$ cat src/common/dss_pkg.sv
// Constants and types shared by the downstream slot select block
package dss_pkg;
  localparam int HADDR_W = 8;
  localparam int DATA_W = 32;
  localparam int MASK_W = 8;
  localparam int NUM_MASKS = 4;
  localparam int SLOT_W = 5;
  localparam int SKIP_W = 5;
  localparam int LDN_W = 8;
  localparam int CHAN_W = 32;
  localparam int BUF_DEPTH = 2;
  localparam logic [HADDR_W-1:0] ADDR_MASK_FIRST = 8'h00;
  localparam logic [HADDR_W-1:0] ADDR_MASK_SECOND = 8'h04;
  localparam logic [HADDR_W-1:0] ADDR_MASK_THIRD = 8'h08;
  localparam logic [HADDR_W-1:0] ADDR_MASK_UPPER = 8'h0c;
  localparam logic [HADDR_W-1:0] ADDR_SKIP = 8'h10;
  localparam logic [HADDR_W-1:0] ADDR_STATUS = 8'h14;
  localparam logic [HADDR_W-1:0] ADDR_ACTIVE = 8'h18;
  localparam int MASK_ADDR_STEP = 4;
  localparam logic [MASK_W-1:0] MASK_RST = 8'h00;
  localparam logic [SKIP_W-1:0] SKIP_RST = 5'h00;
  localparam int SKIP_LSB = 0;
  localparam int STAT_PENDING = 0;
  localparam int STAT_MASK_MODE = 1;
  localparam int STAT_SKIP_USED = 2;
  localparam int STAT_COMMIT_LVL = 3;
  localparam int STAT_SKIP_LSB = 8;
  localparam logic [1:0] HTRANS_NONSEQ = 2'h2;
  localparam logic [1:0] HTRANS_SEQ = 2'h3;
  typedef enum logic [1:0] {
    DSS_CM_WAIT_LOW = 2'b00,
    DSS_CM_WAIT_HIGH = 2'b01,
    DSS_CM_APPLY = 2'b11
  } dss_commit_t;
endpackage

$ cat src/verilog/dss_downstream_slot_select.sv
// Downstream slot selection and channel skip registers with AHB-Lite access
//
// Operation
// - Bit n of the upper receive mask enables bus slot 24+n, so bit 7 is slot 31.
// - Slots enabled for reception are passed to the local serial audio port.
// - With no mask bit set, the local downstream slot count decides how many slots are taken.
// - Mask changes take effect only when the master raises its new-structure commit bit.
// - A 5-bit channel skip count in bits 4:0 sets how many local channels are skipped.
// - The skip count applies only if any mask bit is set and the local slot count is non-zero.
// - Three further masks with the same encoding cover slots 0-7, 8-15 and 16-23.
`timescale 1ns/1ps
module dss_downstream_slot_select (
  input wire logic mclk, // Block clock, 50 MHz
  input wire logic rst, // Synchronous reset, active high
  input wire logic hsel, // AHB slave select
  input wire logic [dss_pkg::HADDR_W-1:0] haddr, // AHB byte address
  input wire logic [1:0] htrans, // AHB transfer type
  input wire logic hwrite, // AHB write
  input wire logic [2:0] hsize, // AHB size, word only
  input wire logic [dss_pkg::DATA_W-1:0] hwdata, // AHB write data
  input wire logic hready, // AHB bus ready
  output logic hreadyout, // AHB slave ready
  output logic hresp, // AHB response, always OKAY
  output logic [dss_pkg::DATA_W-1:0] hrdata, // AHB read data
  input wire logic newStructureCommit, // Commit bit from upstream, async
  input wire logic [dss_pkg::LDN_W-1:0] localDownstreamSlotCount, // Local slot count
  input wire logic slotValid, // Downstream bus slot offered
  input wire logic [dss_pkg::SLOT_W-1:0] slotIndex, // Bus slot number
  input wire logic [dss_pkg::DATA_W-1:0] slotData, // Bus slot payload
  output logic slotReady, // Slot accepted or passed over
  output logic rxValid, // Received slot for the audio port
  input wire logic rxReady, // Audio port takes the slot
  output logic [dss_pkg::SLOT_W-1:0] rxSlot, // Slot number of received word
  output logic [dss_pkg::DATA_W-1:0] rxData, // Received slot payload
  input wire logic chValid, // Local port channel offered
  input wire logic chFrameStart, // Channel is first of its frame
  input wire logic [dss_pkg::CHAN_W-1:0] chData, // Local channel payload
  output logic chReady, // Channel accepted or skipped
  output logic txValid, // Channel for downstream transmission
  input wire logic txReady, // Downstream side takes it
  output logic [dss_pkg::CHAN_W-1:0] txData, // Channel payload downstream
  output logic [dss_pkg::SKIP_W-1:0] skipCountUsed // Skip count in effect
);
  localparam int RXW = dss_pkg::SLOT_W + dss_pkg::DATA_W;

  logic [dss_pkg::MASK_W-1:0] shadowMask [dss_pkg::NUM_MASKS];
  logic [dss_pkg::MASK_W*dss_pkg::NUM_MASKS-1:0] shadowVec;
  logic [dss_pkg::MASK_W*dss_pkg::NUM_MASKS-1:0] activeMask;
  logic [dss_pkg::SKIP_W-1:0] skipCount;
  logic commitLvl;
  dss_pkg::dss_commit_t cmState;
  dss_pkg::dss_commit_t next_cmState;
  logic applyMask;
  logic anyMask;
  logic skipUsed;
  logic pending;

  // Bus slave state
  logic wrPend;
  logic [dss_pkg::HADDR_W-1:0] wrAddr;
  logic addrPhase;
  logic [dss_pkg::DATA_W-1:0] next_hrdata;
  logic [dss_pkg::DATA_W-1:0] readView;

  // Data paths
  logic takeSlot;
  logic slotBufReady;
  logic [RXW-1:0] rxWord;
  logic [dss_pkg::SKIP_W-1:0] chIndex;
  logic [dss_pkg::SKIP_W-1:0] chCount;
  logic skipThis;
  logic chBufReady;

  assign hreadyout = 1'b1;
  assign hresp = 1'b0;
  assign addrPhase = hsel && hready && (htrans == dss_pkg::HTRANS_NONSEQ
    || htrans == dss_pkg::HTRANS_SEQ);

  always_ff @(posedge mclk) begin
    if (rst) begin
      wrPend <= 1'b0;
      wrAddr <= '0;
    end else if (hready) begin
      wrPend <= addrPhase && hwrite;
      wrAddr <= haddr;
    end
  end

  // One generate per mask register; the upper one is slots 24 to 31
  genvar g;
  generate
    for (g = 0; g < dss_pkg::NUM_MASKS; g++) begin : gMask
      localparam logic [dss_pkg::HADDR_W-1:0] MADDR =
        dss_pkg::HADDR_W'(g * dss_pkg::MASK_ADDR_STEP);
      always_ff @(posedge mclk) begin
        if (rst) begin
          shadowMask[g] <= dss_pkg::MASK_RST;
        end else if (wrPend && wrAddr == MADDR) begin
          shadowMask[g] <= hwdata[dss_pkg::MASK_W-1:0];
        end
      end
      assign shadowVec[g*dss_pkg::MASK_W +: dss_pkg::MASK_W] = shadowMask[g];
    end
  endgenerate

  // Skip count takes effect at once; only masks wait for a commit
  always_ff @(posedge mclk) begin
    if (rst) begin
      skipCount <= dss_pkg::SKIP_RST;
    end else if (wrPend && wrAddr == dss_pkg::ADDR_SKIP) begin
      skipCount <= hwdata[dss_pkg::SKIP_LSB +: dss_pkg::SKIP_W];
    end
  end

  dss_sync3 uCommitSync (
    .mclk(mclk),
    .rst(rst),
    .pinIn(newStructureCommit),
    .levelOut(commitLvl)
  );

  // A commit is a rising edge of the filtered bit, so a bit left high
  // does not keep copying later writes into the active set
  always_comb begin
    next_cmState = cmState;
    case (cmState)
      dss_pkg::DSS_CM_WAIT_LOW: begin
        if (!commitLvl) begin
          next_cmState = dss_pkg::DSS_CM_WAIT_HIGH;
        end
      end
      dss_pkg::DSS_CM_WAIT_HIGH: begin
        if (commitLvl) begin
          next_cmState = dss_pkg::DSS_CM_APPLY;
        end
      end
      dss_pkg::DSS_CM_APPLY: begin
        next_cmState = dss_pkg::DSS_CM_WAIT_LOW;
      end
      default: begin
        next_cmState = dss_pkg::DSS_CM_WAIT_LOW;
      end
    endcase
  end

  always_ff @(posedge mclk) begin
    if (rst) begin
      cmState <= dss_pkg::DSS_CM_WAIT_LOW;
    end else begin
      cmState <= next_cmState;
    end
  end

  assign applyMask = (cmState == dss_pkg::DSS_CM_APPLY);

  always_ff @(posedge mclk) begin
    if (rst) begin
      activeMask <= '0;
    end else if (applyMask) begin
      activeMask <= shadowVec;
    end
  end

  assign anyMask = |activeMask;
  assign skipUsed = anyMask && (localDownstreamSlotCount != '0);
  assign pending = (shadowVec != activeMask);

  always_ff @(posedge mclk) begin
    if (rst) begin
      skipCountUsed <= '0;
    end else begin
      skipCountUsed <= skipUsed ? skipCount : '0;
    end
  end

  // Slot selection: masks rule when any bit is set, else the slot count
  always_comb begin
    if (anyMask) begin
      takeSlot = activeMask[slotIndex];
    end else begin
      takeSlot = (dss_pkg::LDN_W'(slotIndex) < localDownstreamSlotCount);
    end
  end

  // Slots not taken here are passed over without waiting on the port
  assign slotReady = takeSlot ? slotBufReady : 1'b1;

  dss_fifo2 #(
    .W(RXW),
    .DEPTH(dss_pkg::BUF_DEPTH)
  ) uSlotBuf (
    .mclk(mclk),
    .rst(rst),
    .inValid(slotValid && takeSlot),
    .inReady(slotBufReady),
    .inData({slotIndex, slotData}),
    .outValid(rxValid),
    .outReady(rxReady),
    .outData(rxWord)
  );

  assign rxSlot = rxWord[RXW-1 -: dss_pkg::SLOT_W];
  assign rxData = rxWord[dss_pkg::DATA_W-1:0];

  // Channel position in the local frame; saturates so long frames stay sent
  assign chIndex = chFrameStart ? '0 : chCount;
  assign skipThis = (chIndex < skipCountUsed);
  assign chReady = skipThis ? 1'b1 : chBufReady;

  always_ff @(posedge mclk) begin
    if (rst) begin
      chCount <= '0;
    end else if (chValid && chReady) begin
      chCount <= (chIndex == '1) ? chIndex : chIndex + 1'b1;
    end
  end

  dss_fifo2 #(
    .W(dss_pkg::CHAN_W),
    .DEPTH(dss_pkg::BUF_DEPTH)
  ) uChanBuf (
    .mclk(mclk),
    .rst(rst),
    .inValid(chValid && !skipThis),
    .inReady(chBufReady),
    .inData(chData),
    .outValid(txValid),
    .outReady(txReady),
    .outData(txData)
  );

  // Read view with bypass of a write finishing in the same cycle
  always_comb begin
    readView = '0;
    case (haddr)
      dss_pkg::ADDR_MASK_FIRST,
      dss_pkg::ADDR_MASK_SECOND,
      dss_pkg::ADDR_MASK_THIRD,
      dss_pkg::ADDR_MASK_UPPER: begin
        readView[dss_pkg::MASK_W-1:0] = shadowMask[haddr[3:2]];
        if (wrPend && wrAddr == haddr) begin
          readView[dss_pkg::MASK_W-1:0] = hwdata[dss_pkg::MASK_W-1:0];
        end
      end
      dss_pkg::ADDR_SKIP: begin
        readView[dss_pkg::SKIP_W-1:0] = skipCount;
        if (wrPend && wrAddr == haddr) begin
          readView[dss_pkg::SKIP_W-1:0] = hwdata[dss_pkg::SKIP_W-1:0];
        end
      end
      dss_pkg::ADDR_STATUS: begin
        readView[dss_pkg::STAT_PENDING] = pending;
        readView[dss_pkg::STAT_MASK_MODE] = anyMask;
        readView[dss_pkg::STAT_SKIP_USED] = skipUsed;
        readView[dss_pkg::STAT_COMMIT_LVL] = commitLvl;
        readView[dss_pkg::STAT_SKIP_LSB +: dss_pkg::SKIP_W] = skipCountUsed;
      end
      dss_pkg::ADDR_ACTIVE: begin
        readView = activeMask;
      end
      default: begin
        readView = '0;
      end
    endcase
  end

  always_comb begin
    next_hrdata = hrdata;
    if (addrPhase && !hwrite) begin
      next_hrdata = readView;
    end
  end

  always_ff @(posedge mclk) begin
    if (rst) begin
      hrdata <= '0;
    end else begin
      hrdata <= next_hrdata;
    end
  end
endmodule

$ cat src/verilog/dss_sync3.sv
// Three-stage synchroniser; output moves once stages two and three agree
`timescale 1ns/1ps
module dss_sync3 (
  input wire logic mclk, // Block clock
  input wire logic rst, // Synchronous reset, active high
  input wire logic pinIn, // Asynchronous level
  output logic levelOut // Filtered level
);
  logic s1;
  logic s2;
  logic s3;

  always_ff @(posedge mclk) begin
    if (rst) begin
      s1 <= 1'b0;
      s2 <= 1'b0;
      s3 <= 1'b0;
    end else begin
      s1 <= pinIn;
      s2 <= s1;
      s3 <= s2;
    end
  end

  always_ff @(posedge mclk) begin
    if (rst) begin
      levelOut <= 1'b0;
    end else if (s2 == s3) begin
      levelOut <= s3;
    end
  end
endmodule

$ cat src/verilog/dss_fifo2.sv
// Small valid/ready buffer; full stalls the source, empty holds the sink
`timescale 1ns/1ps
module dss_fifo2 #(
  parameter int W = 32,
  parameter int DEPTH = 2
) (
  input wire logic mclk, // Block clock
  input wire logic rst, // Synchronous reset, active high
  input wire logic inValid, // Source offers a word
  output logic inReady, // Buffer has room
  input wire logic [W-1:0] inData, // Source word
  output logic outValid, // Buffer holds a word
  input wire logic outReady, // Sink takes the word
  output logic [W-1:0] outData // Oldest word
);
  localparam int PW = (DEPTH > 1) ? $clog2(DEPTH) : 1;
  logic [W-1:0] mem [DEPTH];
  logic [PW-1:0] wrPtr;
  logic [PW-1:0] rdPtr;
  logic [PW:0] count;
  logic push;
  logic pop;

  assign inReady = (count != (PW+1)'(DEPTH));
  assign outValid = (count != '0);
  assign push = inValid && inReady;
  assign pop = outValid && outReady;
  assign outData = mem[rdPtr];

  always_ff @(posedge mclk) begin
    if (push) begin
      mem[wrPtr] <= inData;
    end
  end

  always_ff @(posedge mclk) begin
    if (rst) begin
      wrPtr <= '0;
      rdPtr <= '0;
      count <= '0;
    end else begin
      if (push) begin
        wrPtr <= (wrPtr == PW'(DEPTH - 1)) ? '0 : wrPtr + 1'b1;
      end
      if (pop) begin
        rdPtr <= (rdPtr == PW'(DEPTH - 1)) ? '0 : rdPtr + 1'b1;
      end
      if (push && !pop) begin
        count <= count + 1'b1;
      end else if (pop && !push) begin
        count <= count - 1'b1;
      end
    end
  end
endmodule

$ cat config.mk
export PLATFORM = sky130hd
export DESIGN_NAME = dss_downstream_slot_select
export DESIGN_NICKNAME = d
export VERILOG_FILES = /design/src/common/dss_pkg.sv /design/src/verilog/dss_downstream_slot_select.sv /design/src/verilog/dss_sync3.sv /design/src/verilog/dss_fifo2.sv
export SDC_FILE = /design/constraint.sdc
export NUM_CORES = 1
export LEC_CHECK = 0
export BUFFER_PORTS_ARGS = -buffer_cell sky130_fd_sc_hd__buf_2
export CAP_MARGIN = 20
export CORE_ASPECT_RATIO = 0.6
export CORE_UTILIZATION = 55
export DETAILED_ROUTE_END_ITERATION = 8
export PLACE_DENSITY = 0.8
export SYNTH_ARGS = -nofsm -noshare
export SYNTH_HDL_FRONTEND = slang
export SYNTH_SLANG_ARGS = --single-unit
$ cat constraint.sdc
create_clock -name mclk -period 9.7 [get_ports mclk]
set_clock_uncertainty 0.1 [all_clocks]
set_input_delay 1.94 -clock mclk [delete_from_list [all_inputs] [get_ports mclk]]
set_output_delay 1.94 -clock mclk [all_outputs]
set_load 0.03 [all_outputs]
# [Word-level counts from Yosys, hierarchy flattened]
# Memories as Yosys holds them, arrays and structs flattened. A register that Yosys moved wholly into a read port is not among the register bits.
# Index checks and enable logic that the tools add are counted.
[op_classes] n_mux=51 n_reduce_logical=41 n_lt_le_gt_ge=3 eq_ne=22 bitwise_logic=5 addsub=9
[op_table] cell="2-to-1 mux 8 bit" count=5
[op_table] cell="equality test 8 x 4 -> 1 bit, second input constant" count=4
[op_table] cell="equality test 8 x 5 -> 1 bit, second input constant" count=4
[op_table] cell="!= test 32 bit" count=1
[op_table] cell="OR reduction 32 bit" count=1
[op_table] cell="2-to-1 mux 1 bit" count=30
[op_table] cell="logical AND 1 bit" count=22
[op_table] cell="2-to-1 mux 19 bit" count=1
[op_table] cell="equality test 8 x 3 -> 1 bit, second input constant" count=2
[op_table] cell="zero test 8 bit" count=2
[op_table] cell="case mux 4 bit (4 select lines)" count=1
[op_table] cell="2-to-1 mux 5 bit" count=3
[op_table] cell="2-to-1 mux 2 bit" count=6
[op_table] cell="case mux 5 bit (2 select lines)" count=1
[op_table] cell="equality test 8 bit" count=1
[op_table] cell="less-than comparator 5 x 8 -> 1 bit" count=1
[op_table] cell="nonzero test 2 bit" count=4
[op_table] cell="nonzero test 8 bit" count=1
[op_table] cell="equality test 2 bit, second input constant" count=3
[op_table] cell="zero test 1 bit" count=6
[op_table] cell="less-than comparator 5 x 6 -> 1 bit, second input constant" count=1
[op_table] cell="!= test 2 bit, second input constant" count=3
[op_table] cell="case mux 3 bit (2 select lines)" count=1
[op_table] cell="adder 5 x 1 -> 5 bit, second input constant" count=1
[op_table] cell="other kinds (18)" count=26
[totals] register_bits=102 ramBits=170 n_memories=3 in_bits=133
[mem_list] name="uSlotBuf.mem" depth=2 word_bits=37 read_ports=1 rd_clocked_by_memory_dff=1 write_ports=1 line="dss_fifo2.sv:17" text="logic [W-1:0] mem [DEPTH];"
[mem_list] name="uChanBuf.mem" depth=2 word_bits=32 read_ports=1 rd_clocked_by_memory_dff=1 write_ports=1 line="dss_fifo2.sv:17"
[mem_list] name="shadowMask" depth=4 word_bits=8 read_ports=5 rd_clocked_by_memory_dff=0 write_ports=4 line="dss_downstream_slot_select.sv:46" text="logic [dss_pkg::MASK_W-1:0] shadowMask [dss_pkg::NUM_MASKS];"

# [Longest topological paths before layout]
[depth] word_depth=9 ltp_mapped=11 depth_no_buf=11

# [By module]
# From an unflattened synthesis, not the netlist that was laid out.
[unflattened] hier_cells=911 area_unflattened_um2=11712.5
[by_module_without_submodules] module="dss_downstream_slot_select" area_each_um2=6185.9 seq_area_each_um2=2762.6 cells_per_inst=638 n_inst=1
[by_module_without_submodules] module="dss_fifo2 at uSlotBuf" area_each_um2=2889.0 seq_area_each_um2=2322.2 cells_per_inst=139 n_inst=1
[by_module_without_submodules] module="dss_fifo2 at uChanBuf" area_each_um2=2524.9 seq_area_each_um2=2021.9 cells_per_inst=124 n_inst=1
[by_module_without_submodules] module="dss_sync3" area_each_um2=112.6 seq_area_each_um2=80.1 cells_per_inst=10 n_inst=1

# [Least setup slack after synthesis]
# Ideal clock, no wire load.
[synth_timing] path_kind="input-to-output" start="input slotIndex[0] in the netlist's numbering" end="output slotReady" n_path_buf=1 path_slack_ns=4.167 path_stages=6 t_arrival_ns=3.493 path_cell_list="buf_6 > mux2i_1 > a311o_1 > a311oi_2 > nor4_2 > or4_2"
[synth_via] elab_chain_len=4
[synth_rtl] element="from (decl)" line="dss_downstream_slot_select.sv:28" text="input wire logic [dss_pkg::SLOT_W-1:0] slotIndex,"
[synth_rtl] element="binary-select mux 1 bit (select 5 bit)" line="dss_downstream_slot_select.sv:179" text="takeSlot = activeMask[slotIndex];"
[synth_rtl] element="2-to-1 mux 1 bit (not written as such)" line="dss_downstream_slot_select.sv:179"
[synth_rtl] element="2-to-1 mux 1 bit (*)" line="dss_downstream_slot_select.sv:178" text="if (anyMask) begin"
[synth_rtl] element="2-to-1 mux 1 bit (*)" line="dss_downstream_slot_select.sv:186" text="assign slotReady = takeSlot ? slotBufReady : 1'b1;"
[synth_rtl] element="to (decl)" line="dss_downstream_slot_select.sv:30" text="output logic slotReady,"
# Mark *: on every way between the ends. The rest lies on a longest branch, timed or not. The select of a mux whose other input is x is not followed.

# [Final worst setup path]
[layout_timing] start="input slotIndex[1] in the netlist's numbering" end="output slotReady"
# Same word-level chain as after synthesis.

==> flow_summary.json <==
{
  "first_global_vias": 7565,
  "hold_class": "reg -> reg",
  "cts_setup_buffers": 0,
  "coreArea_um2": 20300,
  "grt_antenna_before_repair": 1,
  "fin_nets": 1269,
  "syn-num-nets": 1064,
  "vias": 8092,
  "finalMaxSlewViolations": 0,
  "start_kind": "primary input",
  "cp.required_ns": 7.66,
  "synth-edff-count": 170,
  "netlist-cell-type-count": 61,
  "ys_seq_elements": 274,
  "route.detailed.drc": 0,
  "yosysTopAreaCell": "edfxtp_1",
  "gp_congestion": 0.915,
  "ys_top_cells_by_area": "edfxtp_1, dfxtp_1, mux2_2",
  "synth_common_cells": "edfxtp_1, dfxtp_1, nand2_1",
  "synth-warning-count": 0,
  "die_h_um": 115,
  "power_density_nw_per_um2": 227,
  "grt_use_total": 0.248,
  "rsz0062_at_grt": "false",
  "synth.most_common_cell": "edfxtp_1",
  "fp.dieArea_um2": 21700,
  "num_rows": 40,
  "cts_resized": 0,
  "wl_per_cell_um": 19.3,
  "fin_crit_sh": 0.608,
  "hold_violations": 0,
  "io_pins": 245,
  "dp_slack_ns": 3.82,
  "finalSetupTns_ns": 0,
  "grt_pass1_wl_mm": 41.5,
  "yosys_most_used_dff": "edfxtp_1",
  "dp_hpwl_mm": 19.1,
  "clkSlewWorstSetupHoldPaths_ns": 0.07,
  "cts_root_buf": "clkbuf_16",
  "end_kind": "output port",
  "start_util": 0.571,
  "fmax_mhz": 169,
  "hold_buffers": 0,
  "finalWirelength_mm": 27.4,
  "period_minus_slack_ns": 5.90,
  "portBuffers": 214,
  "drive_gt1_frac": 0.317,
  "fillCellCount": 1500,
  "tritoncts": "built",
  "grt_max_degree": 102,
  "syn_avg_cell_area_um2": 12.6,
  "cts_sinks": 274,
  "async_reset_ff_frac": 0,
  "die_w_um": 190,
  "overflow": 0,
  "arrival_ns": 3.86,
  "syn2layout_area_growth_pct": 18.2,
  "synthesis.area_um2": 11600,
  "drt_iter0_markers": 792,
  "worst_slack_ns": 3.80,
  "fin_hold_ws_ns": 0.350,
  "synth_top_area_frac": 0.440,
  "p_leak_uw": 0.00515,
  "status": "finished clean",
  "worstSkewPairLatency_ns": 0.52,
  "firstDrtPassIters": 6,
  "synth-seq-area-share": 0.619,
  "peakVddDrop_v": 0.000159,
  "setup_violations": 0,
  "tightestPinTransition_ns": 1.09,
  "crit_fanout": 14,
  "vias_per_cell": 5.71,
  "synthCells": 920,
  "diodes": 0,
  "maxCapViolCount": 0,
  "clockBufferDepth": 3,
  "relSlewSlack": 0.270,
  "htreeDepth": 1,
  "numCtsBuffers": 25,
  "ant_nets": 0,
  "criticalPathCategory": "in -> out"
}
==> sequential cells by signal, indices dropped and copies added (netlist names), 2 cells and up, named ones only <==
register and cells:
chCount 5, uSlotBuf.mem 74, uChanBuf.mem 64, uSlotBuf.count 2
cmState 2, skipCountUsed 5, activeMask 32, hrdata 32
shadowMask 32, wrAddr 8, skipCount 5, uChanBuf.count 2
==> critical path, cell delays in order <==
cell      delay, ns
buf_2          0.20
ha_1           0.23
nand2b_1       0.14
o221ai_1       0.17
a21oi_1        0.09
o211a_1        0.26
or4_2          0.61
buf_2          0.20
==> layout by cell type, fill, tap and decap left out, types with 4 or more instances in the layout <==
| cell | Yosys | final |
|---|---|---|
| inv_1 | 18 | 18 |
| clkbuf_1 | 27 | 4 |
| a221oi_1 | 8 | 8 |
| nand4_1 | 14 | 14 |
| clkbuf_16 | 0 | 25 |
| nor2_1 | 45 | 45 |
| mux4_1 | 4 | 4 |
| mux4_2 | 9 | 9 |
| xor2_1 | 6 | 6 |
| nand3_1 | 23 | 23 |
| nor3_1 | 21 | 21 |
| a21oi_1 | 71 | 71 |
| o21bai_1 | 4 | 4 |
| mux2_2 | 76 | 76 |
| nand2_1 | 96 | 96 |
| edfxtp_1 | 170 | 170 |
| nor4_1 | 11 | 11 |
| nor2b_1 | 12 | 11 |
| xnor2_1 | 40 | 40 |
| a22oi_1 | 5 | 5 |
| buf_2 | 4 | 213 |
| buf_4 | 2 | 10 |
| dfxtp_1 | 104 | 104 |
| and2_1 | 41 | 41 |
| mux2i_1 | 20 | 20 |
| ha_1 | 11 | 11 |
| a211oi_1 | 6 | 6 |
| o21ai_0 | 10 | 10 |
| clkinv_2 | 0 | 4 |
| nand2b_1 | 5 | 5 |
==> layer usage <==
layer  vias to the layer above  share of wire  global-route usage
met1                      3872           0.44               0.369
li1                       3768              -                   -
met5                         -        0.00044                   0
met2                       410           0.42               0.357
met3                        40           0.12              0.0745
met4                         2          0.015              0.0495
==> power breakdown <==
part / switching, uW / total, uW / internal, uW
combinational: 475 / 734 / 259
sequential: 43.5 / 1410 / 1360
clock: 420 / 977 / 557
total: 938 / 3120 / 2180
==> cell families (layout without fill, tap and decap cells) <==
kind of cell / count (synthesis) / count (layout) / synth area share
muxes: 109 / 109 / 0.118
DFF: 274 / 274 / 0.619
adders and majority gates: 11 / 11 / 0.0119
other: 2 / 2 / 0.000647
buffers and inverters: 64 / 287 / 0.0237
AOI/OAI and AO/OA: 126 / 126 / 0.0673
xor gates and xnor gates: 46 / 46 / 0.0347
and+or+nand+nor: 288 / 288 / 0.125
==> area by class of cell <==
| class | instances | area [um^2] | area share |
|---|---|---|---|
| flip-flops and latches | 274 | 7190 | 0.524 |
| multi-input cells | 582 | 4150 | 0.302 |
| repair buffers | 224 | 1170 | 0.0852 |
| clock buffers | 29 | 641 | 0.0467 |
| well taps | 273 | 342 | 0.0249 |
| clock inverters | 16 | 169 | 0.0123 |
| inverters | 18 | 67.6 | 0.00492 |
==> worst paths after layout <==
kind | start | to | slack (ns) | cells past startpoint
worst min-delay path | hrdata[19] | hrdata[19] | 0.35 | 2
worst min register to register | hrdata[19] | hrdata[19] | 0.35 | 2
worst max-delay path | slotIndex[1] | slotReady | 3.80 | 8
worst max register to register | activeMask[15] | uSlotBuf.mem[0][5] | 6.79 | 7
==> stage by stage <==
stage / cells / area [um^2] / total power [uW] / utilization
final: 1416 / 13700 / 3120 / 0.675
after global routing: 1416 / 13700 / 3240 / 0.675
after CTS: 1415 / 13700 / 3140 / 0.674
after detailed placement: 1370 / 12900 / 2160 / 0.634
after global placement: 1370 / 12900 / 2150 / 0.634
after floorplan: 920 / 11600 / 1960 / -
Note: power is estimated with default switching activity, not from simulation.
